--- config.mk ---
export PLATFORM = sky130hd
export DESIGN_NAME = sgc_config
export DESIGN_NICKNAME = d
export VERILOG_FILES = /design/src/sgc_pkg.sv /design/src/sgc_sync_filter.sv /design/src/sgc_source_ctl.sv /design/src/sgc_config.sv
export VERILOG_INCLUDE_DIRS = /design/src
export SDC_FILE = /design/constraint.sdc
export NUM_CORES = 1
export LEC_CHECK = 0
export BUFFER_PORTS_ARGS = -buffer_cell sky130_fd_sc_hd__buf_2
export CORE_MARGIN = 5
export CORE_UTILIZATION = 50
export DETAILED_ROUTE_END_ITERATION = 6
export PLACE_DENSITY = 0.87
export SKIP_LAST_GASP = 1
export SLEW_MARGIN = 20
export SYNTH_ARGS = -nofsm -noshare
export SYNTH_HDL_FRONTEND = slang
export SYNTH_SLANG_ARGS = --single-unit
--- constraint.sdc ---
create_clock -name clock -period 4.2 [get_ports clock]
set_input_delay 0.42 -clock clock [delete_from_list [all_inputs] [get_ports clock]]
set_output_delay 0.42 -clock clock [all_outputs]
set_load 0.05 [all_outputs]
--- src/sgc_params.svh ---
// Purpose: constants for the general configuration and mode select registers
// Assumes: 8-bit registers on the serial control bus register port
// Notes: offsets, bit positions, reset values and filter length
//
// Operation
// - General configuration bit 7 enables the back-channel CRC checker; reset leaves it enabled.
// - Bit 5 set: forwarded writes hitting the deserializer or with pass_all are acknowledged at once, not awaiting remote acknowledge.
// - While a port's auto acknowledge is active, remote not-acknowledge for that port never reaches the local master.
// - Bit 4 set (reset): DE, HS, VS pulses under two clocks are rejected.
// - Bit 3 set: transactions matching a slave alias go to the remote deserializer.
// - Auto-ack and pass-through are banked per port; port select chooses which port's copy is written and read.
// - Bit 1 set (reset): switch to internal oscillator when pixel clock absent.
// - Mode select bit 7 sets failsafe level: 0 high, 1 low; resets to 1.
// - Mode select bit 5 held at 1 keeps CRC error counters cleared.
// - Mode select bit 4 set keeps video from asserting during blanking.
////////////////////////////////////////////////////////////////////////////////
`ifndef SGC_PARAMS_SVH
`define SGC_PARAMS_SVH

// Register offsets
`define SGC_ADDR_GEN 8'h03
`define SGC_ADDR_MODE 8'h04

// Reset values
`define SGC_GEN_RESET 8'hd2
`define SGC_MODE_RESET 8'h80

// Reserved bits of each register, read back at their reset value
`define SGC_GEN_RSVD_MASK 8'h45
`define SGC_MODE_RSVD_MASK 8'h4f

// General configuration fields
`define SGC_GEN_CRC_EN 7
`define SGC_GEN_AUTO_ACK 5
`define SGC_GEN_FILTER_EN 4
`define SGC_GEN_PASS_THRU 3
`define SGC_GEN_CLK_AUTO 1

// Mode select fields
`define SGC_MODE_FAILSAFE 7
`define SGC_MODE_CRC_CLR 5
`define SGC_MODE_VIDEO_GATE 4

// Shortest accepted pulse on the sync inputs, in input clocks
`define SGC_FILTER_CYCLES 2

`endif

--- src/sgc_pkg.sv ---
// Purpose: shared types for the serializer configuration block
// Assumes: nothing beyond the params header
// Notes: structs carry the register port and I2C decision inputs
package sgc_pkg;

  // Register port request from the serial control bus slave
  typedef struct packed {
    logic wr;
    logic rd;
    logic [7:0] addr;
    logic [7:0] wdata;
  } sgc_reg_req_t;

  // One local I2C transaction as decoded by the bus slave
  typedef struct packed {
    logic valid;
    logic port;
    logic is_write;
    logic des_hit;
    logic alias_hit;
    logic pass_all;
  } sgc_i2c_req_t;

  // Answer coming back over the back channel for a forwarded write
  typedef struct packed {
    logic valid;
    logic port;
    logic nack;
  } sgc_remote_ans_t;

  // Sync inputs: bit 2 data enable, bit 1 horizontal, bit 0 vertical
  typedef struct packed {
    logic de;
    logic hs;
    logic vs;
  } sgc_sync_t;

endpackage

--- src/sgc_sync_filter.sv ---
// Purpose: two-clock glitch filter on the DE, HS and VS inputs
// Assumes: inputs synchronous to clock, which stands for the pixel clock
// Notes: adds one cycle of latency in bypass, two when filtering
`timescale 1ns/1ps
`include "sgc_params.svh"

module sgc_sync_filter (
  input wire logic clock,
  input wire logic rst,
  input wire logic filter_en,
  input wire sgc_pkg::sgc_sync_t sync_in,
  output sgc_pkg::sgc_sync_t sync_out
);

  logic [2:0] raw;
  logic [2:0] held;
  assign raw = sync_in;
  assign sync_out = held;

  ////////////////////////////////////////////////////////////////////////////
  // One filter per line
  for (genvar i = 0; i < 3; i++)
  begin : g_line
    logic [1:0] run;
    logic next_run_hit;
    assign next_run_hit = (run + 2'd1) >= 2'(`SGC_FILTER_CYCLES);

    // reject short pulses
    // A change must persist for the full run before it is passed on
    always_ff @(posedge clock)
    begin
      if (rst)
      begin
        held[i] <= 1'b0;
        run <= 2'd0;
      end
      else if (!filter_en || raw[i] == held[i])
      begin
        held[i] <= raw[i];
        run <= 2'd0;
      end
      else if (next_run_hit)
      begin
        held[i] <= raw[i];
        run <= 2'd0;
      end
      else
      begin
        run <= run + 2'd1;
      end
    end

  end
endmodule // sgc_sync_filter

--- src/sgc_source_ctl.sv ---
// Purpose: timing source fallback and input failsafe forcing
// Assumes: clk_present is a level already qualified by the clock monitor
// Notes: the forced level follows the failsafe bit while inputs are lost
`timescale 1ns/1ps
`include "sgc_params.svh"

module sgc_source_ctl (
  input wire logic clock,
  input wire logic rst,
  input wire logic auto_en,
  input wire logic clk_present,
  input wire logic failsafe_low,
  input wire logic input_lost,
  output logic use_int_osc,
  output logic failsafe_force,
  output logic failsafe_level
);

  ////////////////////////////////////////////////////////////////////////////
  // oscillator switch-over
  // Held off entirely when auto switching is cleared, even with no clock
  always_ff @(posedge clock)
  begin
    if (rst)
      use_int_osc <= 1'b0;
    else
      use_int_osc <= auto_en && !clk_present;
  end

  always_ff @(posedge clock)
  begin
    if (rst)
    begin
      failsafe_force <= 1'b0;
      failsafe_level <= 1'b0;
    end
    else
    begin
      failsafe_force <= input_lost;
      failsafe_level <= !failsafe_low;
    end
  end
endmodule // sgc_source_ctl

--- src/sgc_config.sv ---
// Purpose: general configuration and mode select registers with their effects
// Assumes: serial control bus slave presents a one-cycle register request
// Notes: per-port fields are banked; second_port_select picks the copy written and read
`timescale 1ns/1ps
`include "sgc_params.svh"

module sgc_config (
  input wire logic clock,
  input wire logic rst,
  input wire sgc_pkg::sgc_reg_req_t reg_req,
  output logic [7:0] reg_rdata,
  output logic reg_rvalid,
  input wire logic second_port_select,
  input wire sgc_pkg::sgc_i2c_req_t i2c_req,
  input wire sgc_pkg::sgc_remote_ans_t remote_ans,
  output logic i2c_forward,
  output logic i2c_ack_now,
  output logic i2c_nack_to_master,
  input wire logic crc_err,
  output logic crc_check_en,
  output logic [7:0] crc_err_count,
  input wire sgc_pkg::sgc_sync_t sync_in,
  output sgc_pkg::sgc_sync_t sync_out,
  input wire logic blanking,
  output logic video_valid,
  input wire logic clk_present,
  input wire logic input_lost,
  output logic use_int_osc,
  output logic failsafe_force,
  output logic failsafe_level
);

  ////////////////////////////////////////////////////////////////////////////
  // Register storage
  logic crc_en;
  logic filter_en;
  logic clk_auto;
  logic [1:0] auto_ack;
  logic [1:0] pass_thru;
  logic failsafe_low;
  logic crc_clr;
  logic video_gate;

  // Reset images; a literal cannot be bit-selected, so single defaults come from these
  localparam logic [7:0] gen_rst_val = `SGC_GEN_RESET;
  localparam logic [7:0] mode_rst_val = `SGC_MODE_RESET;

  // Address decode
  logic hit_gen;
  logic hit_mode;
  logic wr_gen;
  logic wr_mode;
  logic sel;
  assign sel = second_port_select;
  assign hit_gen = (reg_req.addr == `SGC_ADDR_GEN);
  assign hit_mode = (reg_req.addr == `SGC_ADDR_MODE);
  assign wr_gen = reg_req.wr && hit_gen;
  assign wr_mode = reg_req.wr && hit_mode;

  // Read views; reserved bits always show their reset values
  logic [7:0] view_gen;
  logic [7:0] view_mode;
  logic [7:0] next_rdata;
  assign view_gen = (`SGC_GEN_RESET & `SGC_GEN_RSVD_MASK)
    | {crc_en, 1'b0, auto_ack[sel], filter_en, pass_thru[sel], 1'b0, clk_auto, 1'b0};
  assign view_mode = (`SGC_MODE_RESET & `SGC_MODE_RSVD_MASK)
    | {failsafe_low, 1'b0, crc_clr, video_gate, 4'h0};
  assign next_rdata = hit_gen ? view_gen : hit_mode ? view_mode : 8'h00;

  ////////////////////////////////////////////////////////////////////////////
  // general configuration shared fields
  // reserved bits have no storage, so writes to them vanish
  always_ff @(posedge clock)
  begin
    if (rst)
    begin
      crc_en <= gen_rst_val[`SGC_GEN_CRC_EN];
      filter_en <= gen_rst_val[`SGC_GEN_FILTER_EN];
      clk_auto <= gen_rst_val[`SGC_GEN_CLK_AUTO];
    end
    else if (wr_gen)
    begin
      crc_en <= reg_req.wdata[`SGC_GEN_CRC_EN];
      filter_en <= reg_req.wdata[`SGC_GEN_FILTER_EN];
      clk_auto <= reg_req.wdata[`SGC_GEN_CLK_AUTO];
    end
  end

  // banked per-port fields
  // Only the selected port's copy is written; the other keeps its setting
  for (genvar p = 0; p < 2; p++)
  begin : g_port
    always_ff @(posedge clock)
    begin
      if (rst)
      begin
        auto_ack[p] <= gen_rst_val[`SGC_GEN_AUTO_ACK];
        pass_thru[p] <= gen_rst_val[`SGC_GEN_PASS_THRU];
      end
      else if (wr_gen && sel == 1'(p))
      begin
        auto_ack[p] <= reg_req.wdata[`SGC_GEN_AUTO_ACK];
        pass_thru[p] <= reg_req.wdata[`SGC_GEN_PASS_THRU];
      end
    end
  end

  always_ff @(posedge clock)
  begin
    if (rst)
    begin
      failsafe_low <= mode_rst_val[`SGC_MODE_FAILSAFE];
      crc_clr <= mode_rst_val[`SGC_MODE_CRC_CLR];
      video_gate <= mode_rst_val[`SGC_MODE_VIDEO_GATE];
    end
    else if (wr_mode)
    begin
      failsafe_low <= reg_req.wdata[`SGC_MODE_FAILSAFE];
      crc_clr <= reg_req.wdata[`SGC_MODE_CRC_CLR];
      video_gate <= reg_req.wdata[`SGC_MODE_VIDEO_GATE];
    end
  end

  // Read answer one cycle after the request; unmapped offsets read zero
  always_ff @(posedge clock)
  begin
    if (rst)
    begin
      reg_rdata <= 8'h00;
      reg_rvalid <= 1'b0;
    end
    else
    begin
      reg_rdata <= reg_req.rd ? next_rdata : reg_rdata;
      reg_rvalid <= reg_req.rd;
    end
  end

  ////////////////////////////////////////////////////////////////////////////
  // I2C decisions for the requesting port
  logic req_pt;
  logic req_aa;
  logic ans_aa;
  logic next_forward;
  logic next_ack_now;
  logic next_nack;
  assign req_pt = pass_thru[i2c_req.port];
  assign req_aa = auto_ack[i2c_req.port];
  assign ans_aa = auto_ack[remote_ans.port];
  // alias match forwards only with pass-through on
  assign next_forward = i2c_req.valid
    && (i2c_req.des_hit || (i2c_req.alias_hit && req_pt));
  assign next_ack_now = next_forward && i2c_req.is_write && req_aa
    && (i2c_req.des_hit || i2c_req.pass_all);
  // remote not-acknowledge suppressed under auto acknowledge
  assign next_nack = remote_ans.valid && remote_ans.nack && !ans_aa;

  always_ff @(posedge clock)
  begin
    if (rst)
    begin
      i2c_forward <= 1'b0;
      i2c_ack_now <= 1'b0;
      i2c_nack_to_master <= 1'b0;
    end
    else
    begin
      i2c_forward <= next_forward;
      i2c_ack_now <= next_ack_now;
      i2c_nack_to_master <= next_nack;
    end
  end

  ////////////////////////////////////////////////////////////////////////////
  // CRC error counter
  // Held at zero while the clear bit stands; saturates rather than wrap
  logic [7:0] next_count;
  assign next_count = (crc_en && crc_err && crc_err_count != 8'hff)
    ? crc_err_count + 8'h01 : crc_err_count;

  always_ff @(posedge clock)
  begin
    if (rst)
    begin
      crc_err_count <= 8'h00;
      crc_check_en <= 1'b1;
    end
    else
    begin
      crc_err_count <= crc_clr ? 8'h00 : next_count;
      crc_check_en <= crc_en;
    end
  end

  ////////////////////////////////////////////////////////////////////////////
  // Sync filter and source control
  sgc_sync_filter u_filter (
    .clock(clock),
    .rst(rst),
    .filter_en(filter_en),
    .sync_in(sync_in),
    .sync_out(sync_out)
  );

  sgc_source_ctl u_source (
    .clock(clock),
    .rst(rst),
    .auto_en(clk_auto),
    .clk_present(clk_present),
    .failsafe_low(failsafe_low),
    .input_lost(input_lost),
    .use_int_osc(use_int_osc),
    .failsafe_force(failsafe_force),
    .failsafe_level(failsafe_level)
  );

  always_ff @(posedge clock)
  begin
    if (rst)
      video_valid <= 1'b0;
    else
      video_valid <= sync_out.de && !(video_gate && blanking);
  end
endmodule // sgc_config

== Yosys cells after proc, flatten, opt, wreduce, memory -nomap -nowiden ==
Cells that the tools add are included.
Storage, ports and cells
  word-level logic and storage cells: 95
  output and inout port bits: 28
  bits of input ports: 37
  bits in registers: 44
Cells by class
  magnitude comparators: 6
  eq/ne operators: 6
  $add $sub $neg: 4
  reductions and logical operators: 33
  multiplexer cells: 18
  bitwise logic cells: 1
Operators with widths (number)
  1-bit logical AND: 16
  1-bit two-way mux: 16
  8-bit two-way mux: 2
  3-bit OR reduction: 3
  8-bit by 1-bit adder with 8-bit output (second input constant): 1
  8-bit by 2-bit == test with 1-bit output (second input constant): 1
  8-bit by 3-bit == test with 1-bit output (second input constant): 1
  8-bit != test (second input constant): 1
  2-bit by 1-bit adder with 2-bit output (second input constant): 3
  2-bit >= comparator (second input constant): 3
  1-bit by 2-bit less-than comparator with 1-bit output (second input constant): 3
  2-bit nonzero test: 3
  1-bit logical NOT: 5
  1-bit logical OR: 5
  1-bit == test: 3
  2-bit OR reduction: 1
  1-bit inverter: 1

== Longest topological paths before layout ==
Gate-level depths: netlist (run 1).
  depth after elaboration: 8
  mapped depth: 5
  mapped depth without buffers: 5

== Modules after synthesis ==
From an unflattened synthesis (run 1), not the netlist that was laid out.
Unflattened totals
  cell total of the unflattened synthesis: 173
  area total of the unflattened synthesis: 1793.0 sq um
Modules (own cells, without submodules)
  sgc_config: area each 1362.6 sq um, cells an instance 137, seq. area each 600.6 sq um, instances 1
  sgc_sync_filter: area each 347.8 sq um, cells an instance 30, seq. area each 180.2 sq um, instances 1
  sgc_source_ctl: area each 82.6 sq um, cells an instance 6, seq. area each 60.1 sq um, instances 1

== Least setup slack after synthesis (run 1) ==
No wires, ideal clock.
  path kind: reg-to-reg
  start point: register crc_err_count[0]
  end point: register crc_err_count[6]
  period minus slack after synthesis: 1.952 ns
  arrival: 1.882 ns
  path slack: 2.248 ns
  data required time: 4.130 ns
  path buffers: 0
  library setup time: 0.070 ns
  stages on the path, launching flop included: 6
  cell sequence: dfxtp_1 ha_1 nand3_2 or3b_4 or3_1 a21oi_1
On the way
  word-level cells in the longest chain between the ends: 2
  elaborated cells on any way between the ends: 3
  classes of those cells: add/sub (1); eq/ne (1); reduce/logical (1)
RTL lines
  start: declaration: line sgc_config.sv:21  | output logic [7:0] crc_err_count,
  start signal: assignment: line sgc_config.sv:190  | crc_err_count <= crc_clr ? 8'h00 : next_count;
  parallel branches: the longest is 2 deep, another holds 8-bit by 1-bit adder with 8-bit output
Several ways; the timed one is not identified.
A chain may end at the register's enable or synchronous reset.

== Worst setup path in the final report (run 1) ==
Ends and elaborated chain as after synthesis.

==> run metrics, run 1 <==
unrepaired setup endpoints after global routing=no; leading area contributor after synthesis=dfxtp_1; Max Buffers Root-to-Sink=2; Synth cell types=38; final slew viol count=0; Nets=274; register area share after synthesis=0.505; number of synthesized flops with an enable pin=0; Synth async-reset ratio=0; DRC=0; CP Data Required Time=4.48 ns; Max Freq=591 MHz; PwrDens=344 mW/mm2; #FFs+latches synth=42; Starting Density=0.507; first-pass GRT wire length=5690 um; critical-path cell list=ha_1 -> nand3_2 -> or3b_4 -> or3_1 -> a21oi_1; Setup CP Type=reg -> reg; initial antenna violation count=0; WP data arrival=1.97 ns; top-area cell type share of the netlist area=0.505; DR vias=1,424; Die Span Y=67.7 um; commonest cells in the netlist=dfxtp_1 (42), nor2_1 (21), nand2_1 (13), a21oi_1 (11), mux2i_1 (8); io pins=65; largest net degree at the start of global routing=30; Hold Crit Class=in -> reg; status=finished clean; hold-fix buffers at CTS=0; Root Buffer=clkbuf_4; Total GRT Usage=0.165; 1st-iter DRT viols=44; number of global-route vias before repair=1,321; H-Tree Depth=2; setup ws final=2.51 ns; Crit path depth=5; total gr overflow=0; Hold Slack=0.225 ns; Buffers on Ports=59; post-layout util=0.627; pre-CTS WS=2.46 ns; setup bufs post-CTS=0; post-detail-place hpwl=2600 um; Relative slew margins=0.661; Syn Area/Cell=9.56 um2; most numerous cell in the Yosys netlist=dfxtp_1; Routed WL per cell=11.8 um; core area=0.00328 mm2; Pleak=0.957 nW; CP bufs+invs=0; Startpoint Class=register; Max-Cap Viols=0; setup TNS=0 ns; die area=0.00458 mm2; CP endpoint kind=register; Pwr Total=708 uW; post-CTS sizing=0; TritonCTS clock tree=yes; actual slew at the worst max-slew pin=0.508 ns; worst r2r path cells=5; number of diodes=0; Rows=21; Die Width=67.7 um; Critical-path top delay cell=or3b_4; final wirelength=3350 um; dpl cell area=0.00199 mm2; Via density=5.03; crit share post-route=0.403; Max VDD drop=0.223 mV; Slowest Stage Delay on Critical Path=0.42 ns; top cells by area, synth=dfxtp_1 (51%), mux2i_1 (4.8%), nor2_1 (4.7%); Clock Latency Late Sink=0.33 ns; clock skew=0.00271 ns; clock-pin slew on the worst setup and hold paths=0.11 ns; ANT nets after route=0; Worst path top cell family by delay=simple AND/OR/NAND/NOR gates; CTS Buf Count=5; share of cells above drive strength 1=0.321; clk sink count=42; Cell Area, Synth=0.00166 mm2; placed cell count=275; Pre-antenna DRT Iters=4; Hold Vio Cnt, Final=0; top_reg_cell synth=dfxtp_1; Tmin final=1.69 ns; Final setup violation count=0; synthesized instance count=174; RePlAce Congestion=0.782; Syn-to-layout area delta=23.7%; fin cells=283; Hold Path Stages=2; Max Fanout on Critical Path=4; yosys warns=0; fin area=0.00206 mm2
-- registers in the layout, indices dropped and copies added (netlist names) --
register                 count
crc_err_count                8
u_filter.g_line.run          6
u_source.use_int_osc         1
i2c_forward                  1
clk_auto                     1
u_filter.sync_out            3
u_source.failsafe_level      1
reg_rvalid                   1
failsafe_low                 1
auto_ack                     2
i2c_nack_to_master           1
u_source.failsafe_force      1
video_gate                   1
crc_check_en                 1
reg_rdata                    6
i2c_ack_now                  1
filter_en                    1
video_valid                  1
crc_en                       1
crc_clr                      1
pass_thru                    2
-- path summary, 6_finish.rpt --
| path | start | to | slack, ns |
|---|---|---|---|
| worst min register to register | u_filter.g_line[0].run[0] | u_filter.g_line[0].run[0] | 0.44 |
| worst max-delay path | crc_err_count[0] | crc_err_count[6] | 2.51 |
| worst max register to register | crc_err_count[0] | crc_err_count[6] | 2.51 |
| worst min-delay path | clk_present | u_source.use_int_osc | 0.23 |
-- cells in the final DEF (no fill, tap or decap), types with 2 or more instances in the layout --
| master | Yosys | routed |
|---|---|---|
| nor3b_1 | 4 | 4 |
| a21oi_1 | 11 | 11 |
| clkbuf_4 | 0 | 5 |
| mux2_2 | 4 | 4 |
| nor2b_1 | 2 | 2 |
| xnor2_1 | 6 | 6 |
| nand4_1 | 3 | 3 |
| nand3_1 | 5 | 5 |
| nor2_1 | 21 | 21 |
| nor4_1 | 3 | 3 |
| conb_1 | 1 | 5 |
| inv_1 | 5 | 5 |
| a32oi_1 | 3 | 3 |
| dfxtp_1 | 42 | 42 |
| a22oi_1 | 2 | 2 |
| mux2i_1 | 8 | 8 |
| or2_2 | 2 | 2 |
| xor2_1 | 4 | 4 |
| o21ai_0 | 4 | 4 |
| a211o_1 | 4 | 4 |
| buf_2 | 0 | 59 |
| nand2_1 | 13 | 13 |
| nor3_1 | 2 | 2 |
| and4_1 | 2 | 2 |
| or3_1 | 3 | 3 |
-- routing by layer --
layer  track usage  share of wire
met2         0.272           0.50
met5             0              0
met3        0.0599          0.080
met1         0.194           0.41
met4        0.0608          0.010
-- area by class of cell --
class | count | area [um2]
repair buffers | 59 | 295
flip-flops and latches | 42 | 841
clock inverters | 2 | 12.5
clock buffers | 6 | 51.3
fillers | 293 | 1230
multi-input cells | 123 | 782
well taps | 46 | 57.6
inverters | 5 | 18.8
-- power breakdown --
| part | switching [mW] | internal (mW) |
|---|---|---|
| logic | 0.0578 | 0.0310 |
| clock network | 0.122 | 0.0806 |
| registers | 0.00728 | 0.409 |
| total | 0.187 | 0.521 |
-- logic make-up after synthesis --
kind of cell / count (synthesis) / share of synthesized area
and+or+nand+nor: 67 / 0.214
DFF: 42 / 0.505
AOI/OAI and AO/OA: 28 / 0.110
buffers and inverters: 13 / 0.0338
muxes: 12 / 0.0752
xor gates and xnor gates: 10 / 0.0526
adders and majority gates: 1 / 0.00752
other: 1 / 0.00225
Power figures use the tool's default switching activity.
==> inputs of run 2 (changes only) <==
--- a/config.mk
+++ b/config.mk
@@ -8,9 +8,9 @@
 export LEC_CHECK = 0
 export BUFFER_PORTS_ARGS = -buffer_cell sky130_fd_sc_hd__buf_2
 export CORE_MARGIN = 5
-export CORE_UTILIZATION = 50
+export CORE_UTILIZATION = 47
 export DETAILED_ROUTE_END_ITERATION = 6
-export PLACE_DENSITY = 0.87
+export PLACE_DENSITY = 0.83
 export SKIP_LAST_GASP = 1
 export SLEW_MARGIN = 20
 export SYNTH_ARGS = -nofsm -noshare
==> constraint.sdc (replaced) <==
create_clock -name clock -period 1.7 [get_ports clock]
set_input_delay 0.17 -clock clock [delete_from_list [all_inputs] [get_ports clock]]
set_output_delay 0.17 -clock clock [all_outputs]
set_load 0.05 [all_outputs]
==> run metrics, run 2 (synthesis gave the netlist of run 1 again) <==
status=finished clean; Largest register FFs=8; Routed WL per cell=12.3 um; Rows=21; setup ws final=0.0943 ns; number of global-route vias before repair=1,337; Tmin final=1.61 ns; Hold Path Stages=3; Pleak=0.975 nW; Regs by FF count=crc_err_count x8, reg_rdata x6, u_filter.g_line.run x6; final slew viol count=0; 1st-iter DRT viols=57; Relative slew margins=0.656; CTS Buf Count=5; Die Span Y=69.5 um; clk sink count=42; core area=0.00339 mm2; Max Buffers Root-to-Sink=2; Total GRT Usage=0.147; total gr overflow=0; Root Buffer=clkbuf_4; CP startpoint=crc_err_count[0]; Final setup violation count=0; post-detail-place hpwl=2720 um; Max Fanout on Critical Path=4; Max-Cap Viols=0; R2R setup slack=0.09 ns; R2R Path Start=crc_err_count[0]; clock-pin slew on the worst setup and hold paths=0.12 ns; PwrDens=859 mW/mm2; commonest cells after routing, fill and taps aside=buf_2 (59), dfxtp_1 (38), nor2_1 (21); clock skew=0.0132 ns; Nets=277; TritonCTS clock tree=yes; RePlAce Congestion=0.810; CP endpoint kind=register; post-layout util=0.621; Hold Crit Class=in -> reg; hold_sp=remote_ans[0]; fin area=0.00211 mm2; actual slew at the worst max-slew pin=0.516 ns; largest register by flop count=crc_err_count; Setup CP Type=reg -> reg; initial antenna violation count=0; Syn-to-layout area delta=26.5%; DR vias=1,421; Max VDD drop=0.508 mV; Pwr Total=1.81 mW; die area=0.00483 mm2; Die Width=69.5 um; CP Data Required Time=1.97 ns; setup TNS=0 ns; worst r2r path cells=5; H-Tree Depth=2; first-pass GRT wire length=5820 um; final wirelength=3510 um; crit share post-route=0.945; Max Freq=623 MHz; DRC=0; WHS Endpoint=i2c_nack_to_master; WP data arrival=1.88 ns; Buffers on Ports=59; dpl cell area=0.00201 mm2; Hold Vio Cnt, Final=0; commonest non-fill, non-tap cell in the layout=buf_2; pre-CTS WS=0.126 ns; Clock Latency Late Sink=0.34 ns; number of diodes=0; Starting Density=0.491; Via density=4.97; capturing point of the worst reg2reg path=crc_err_count[6]; io pins=65; ANT nets after route=0; largest net degree at the start of global routing=30; Pre-antenna DRT Iters=4; Startpoint Class=register; share of cells above drive strength 1=0.333; unrepaired setup endpoints after global routing=no
-- run 2: changes by cell type in the layout (fill, tap and decap cells not counted), sizes merged --
cell / change
buf: +1
clkbuf: +1
dlygate4sd3: +2
clkinv: -1
-- run 2: worst max-delay path by stage --
| stage | endpoint | slack, ns |
|---|---|---|
| final | crc_err_count[6] | 0.09 |
| after global routing | crc_err_count[6] | 0.008 |
| after CTS | crc_err_count[6] | 0.08 |
| after detailed placement | crc_err_count[6] | 0.13 |
| after global placement | crc_err_count[6] | 0.16 |
| after floorplan | crc_err_count[6] | 0.05 |
-- run 2: through the flow --
step / std cells / hold WS, ns
CTS: 286 / 0.0141
detailed placement: 276 / 0.336
floorplan: 178 / 0.246
finish: 286 / 0.0279
global route: 286 / 0.00338
global placement: 276 / 0.329
-- run 2: cell type report --
cell class	count	area, um2
fillers	299	1280
flip-flops and latches	42	851
multi-input cells	123	782
repair buffers	62	323
clock buffers	7	66.3
well taps	46	57.6
inverters	5	18.8
clock inverters	1	7.51
-- run 2: what timing repair did --
action / 4_1_cts / 5_1_grt
endpoints found under the hold margin: 2 / 0
hold buffers: 2 / 0
buffers inserted: 0 / 0
resized for setup: 0 / 0
-- run 2: critical path: stages, from the launching register on --
cell	delay, ns
dfxtp_4	0.38
ha_1	0.19
nand3_2	0.12
or3b_4	0.42
or3_1	0.31
a21oi_1	0.13
-- run 2: metal layers --
layer / vias to the layer above / wire length [um] / global-route usage
met3: 4 / 262 / 0.0594
met5: - / 0 / 0
met4: 0 / 14 / 0.0456
met1: 640 / 1470 / 0.165
li1: 737 / - / -
met2: 40 / 1760 / 0.252
-- run 2: power breakdown --
group	internal, mW	switching (mW)
Combinational	0.0806	0.145
Sequential	1.01	0.0174
Clock	0.252	0.304
Total	1.34	0.466
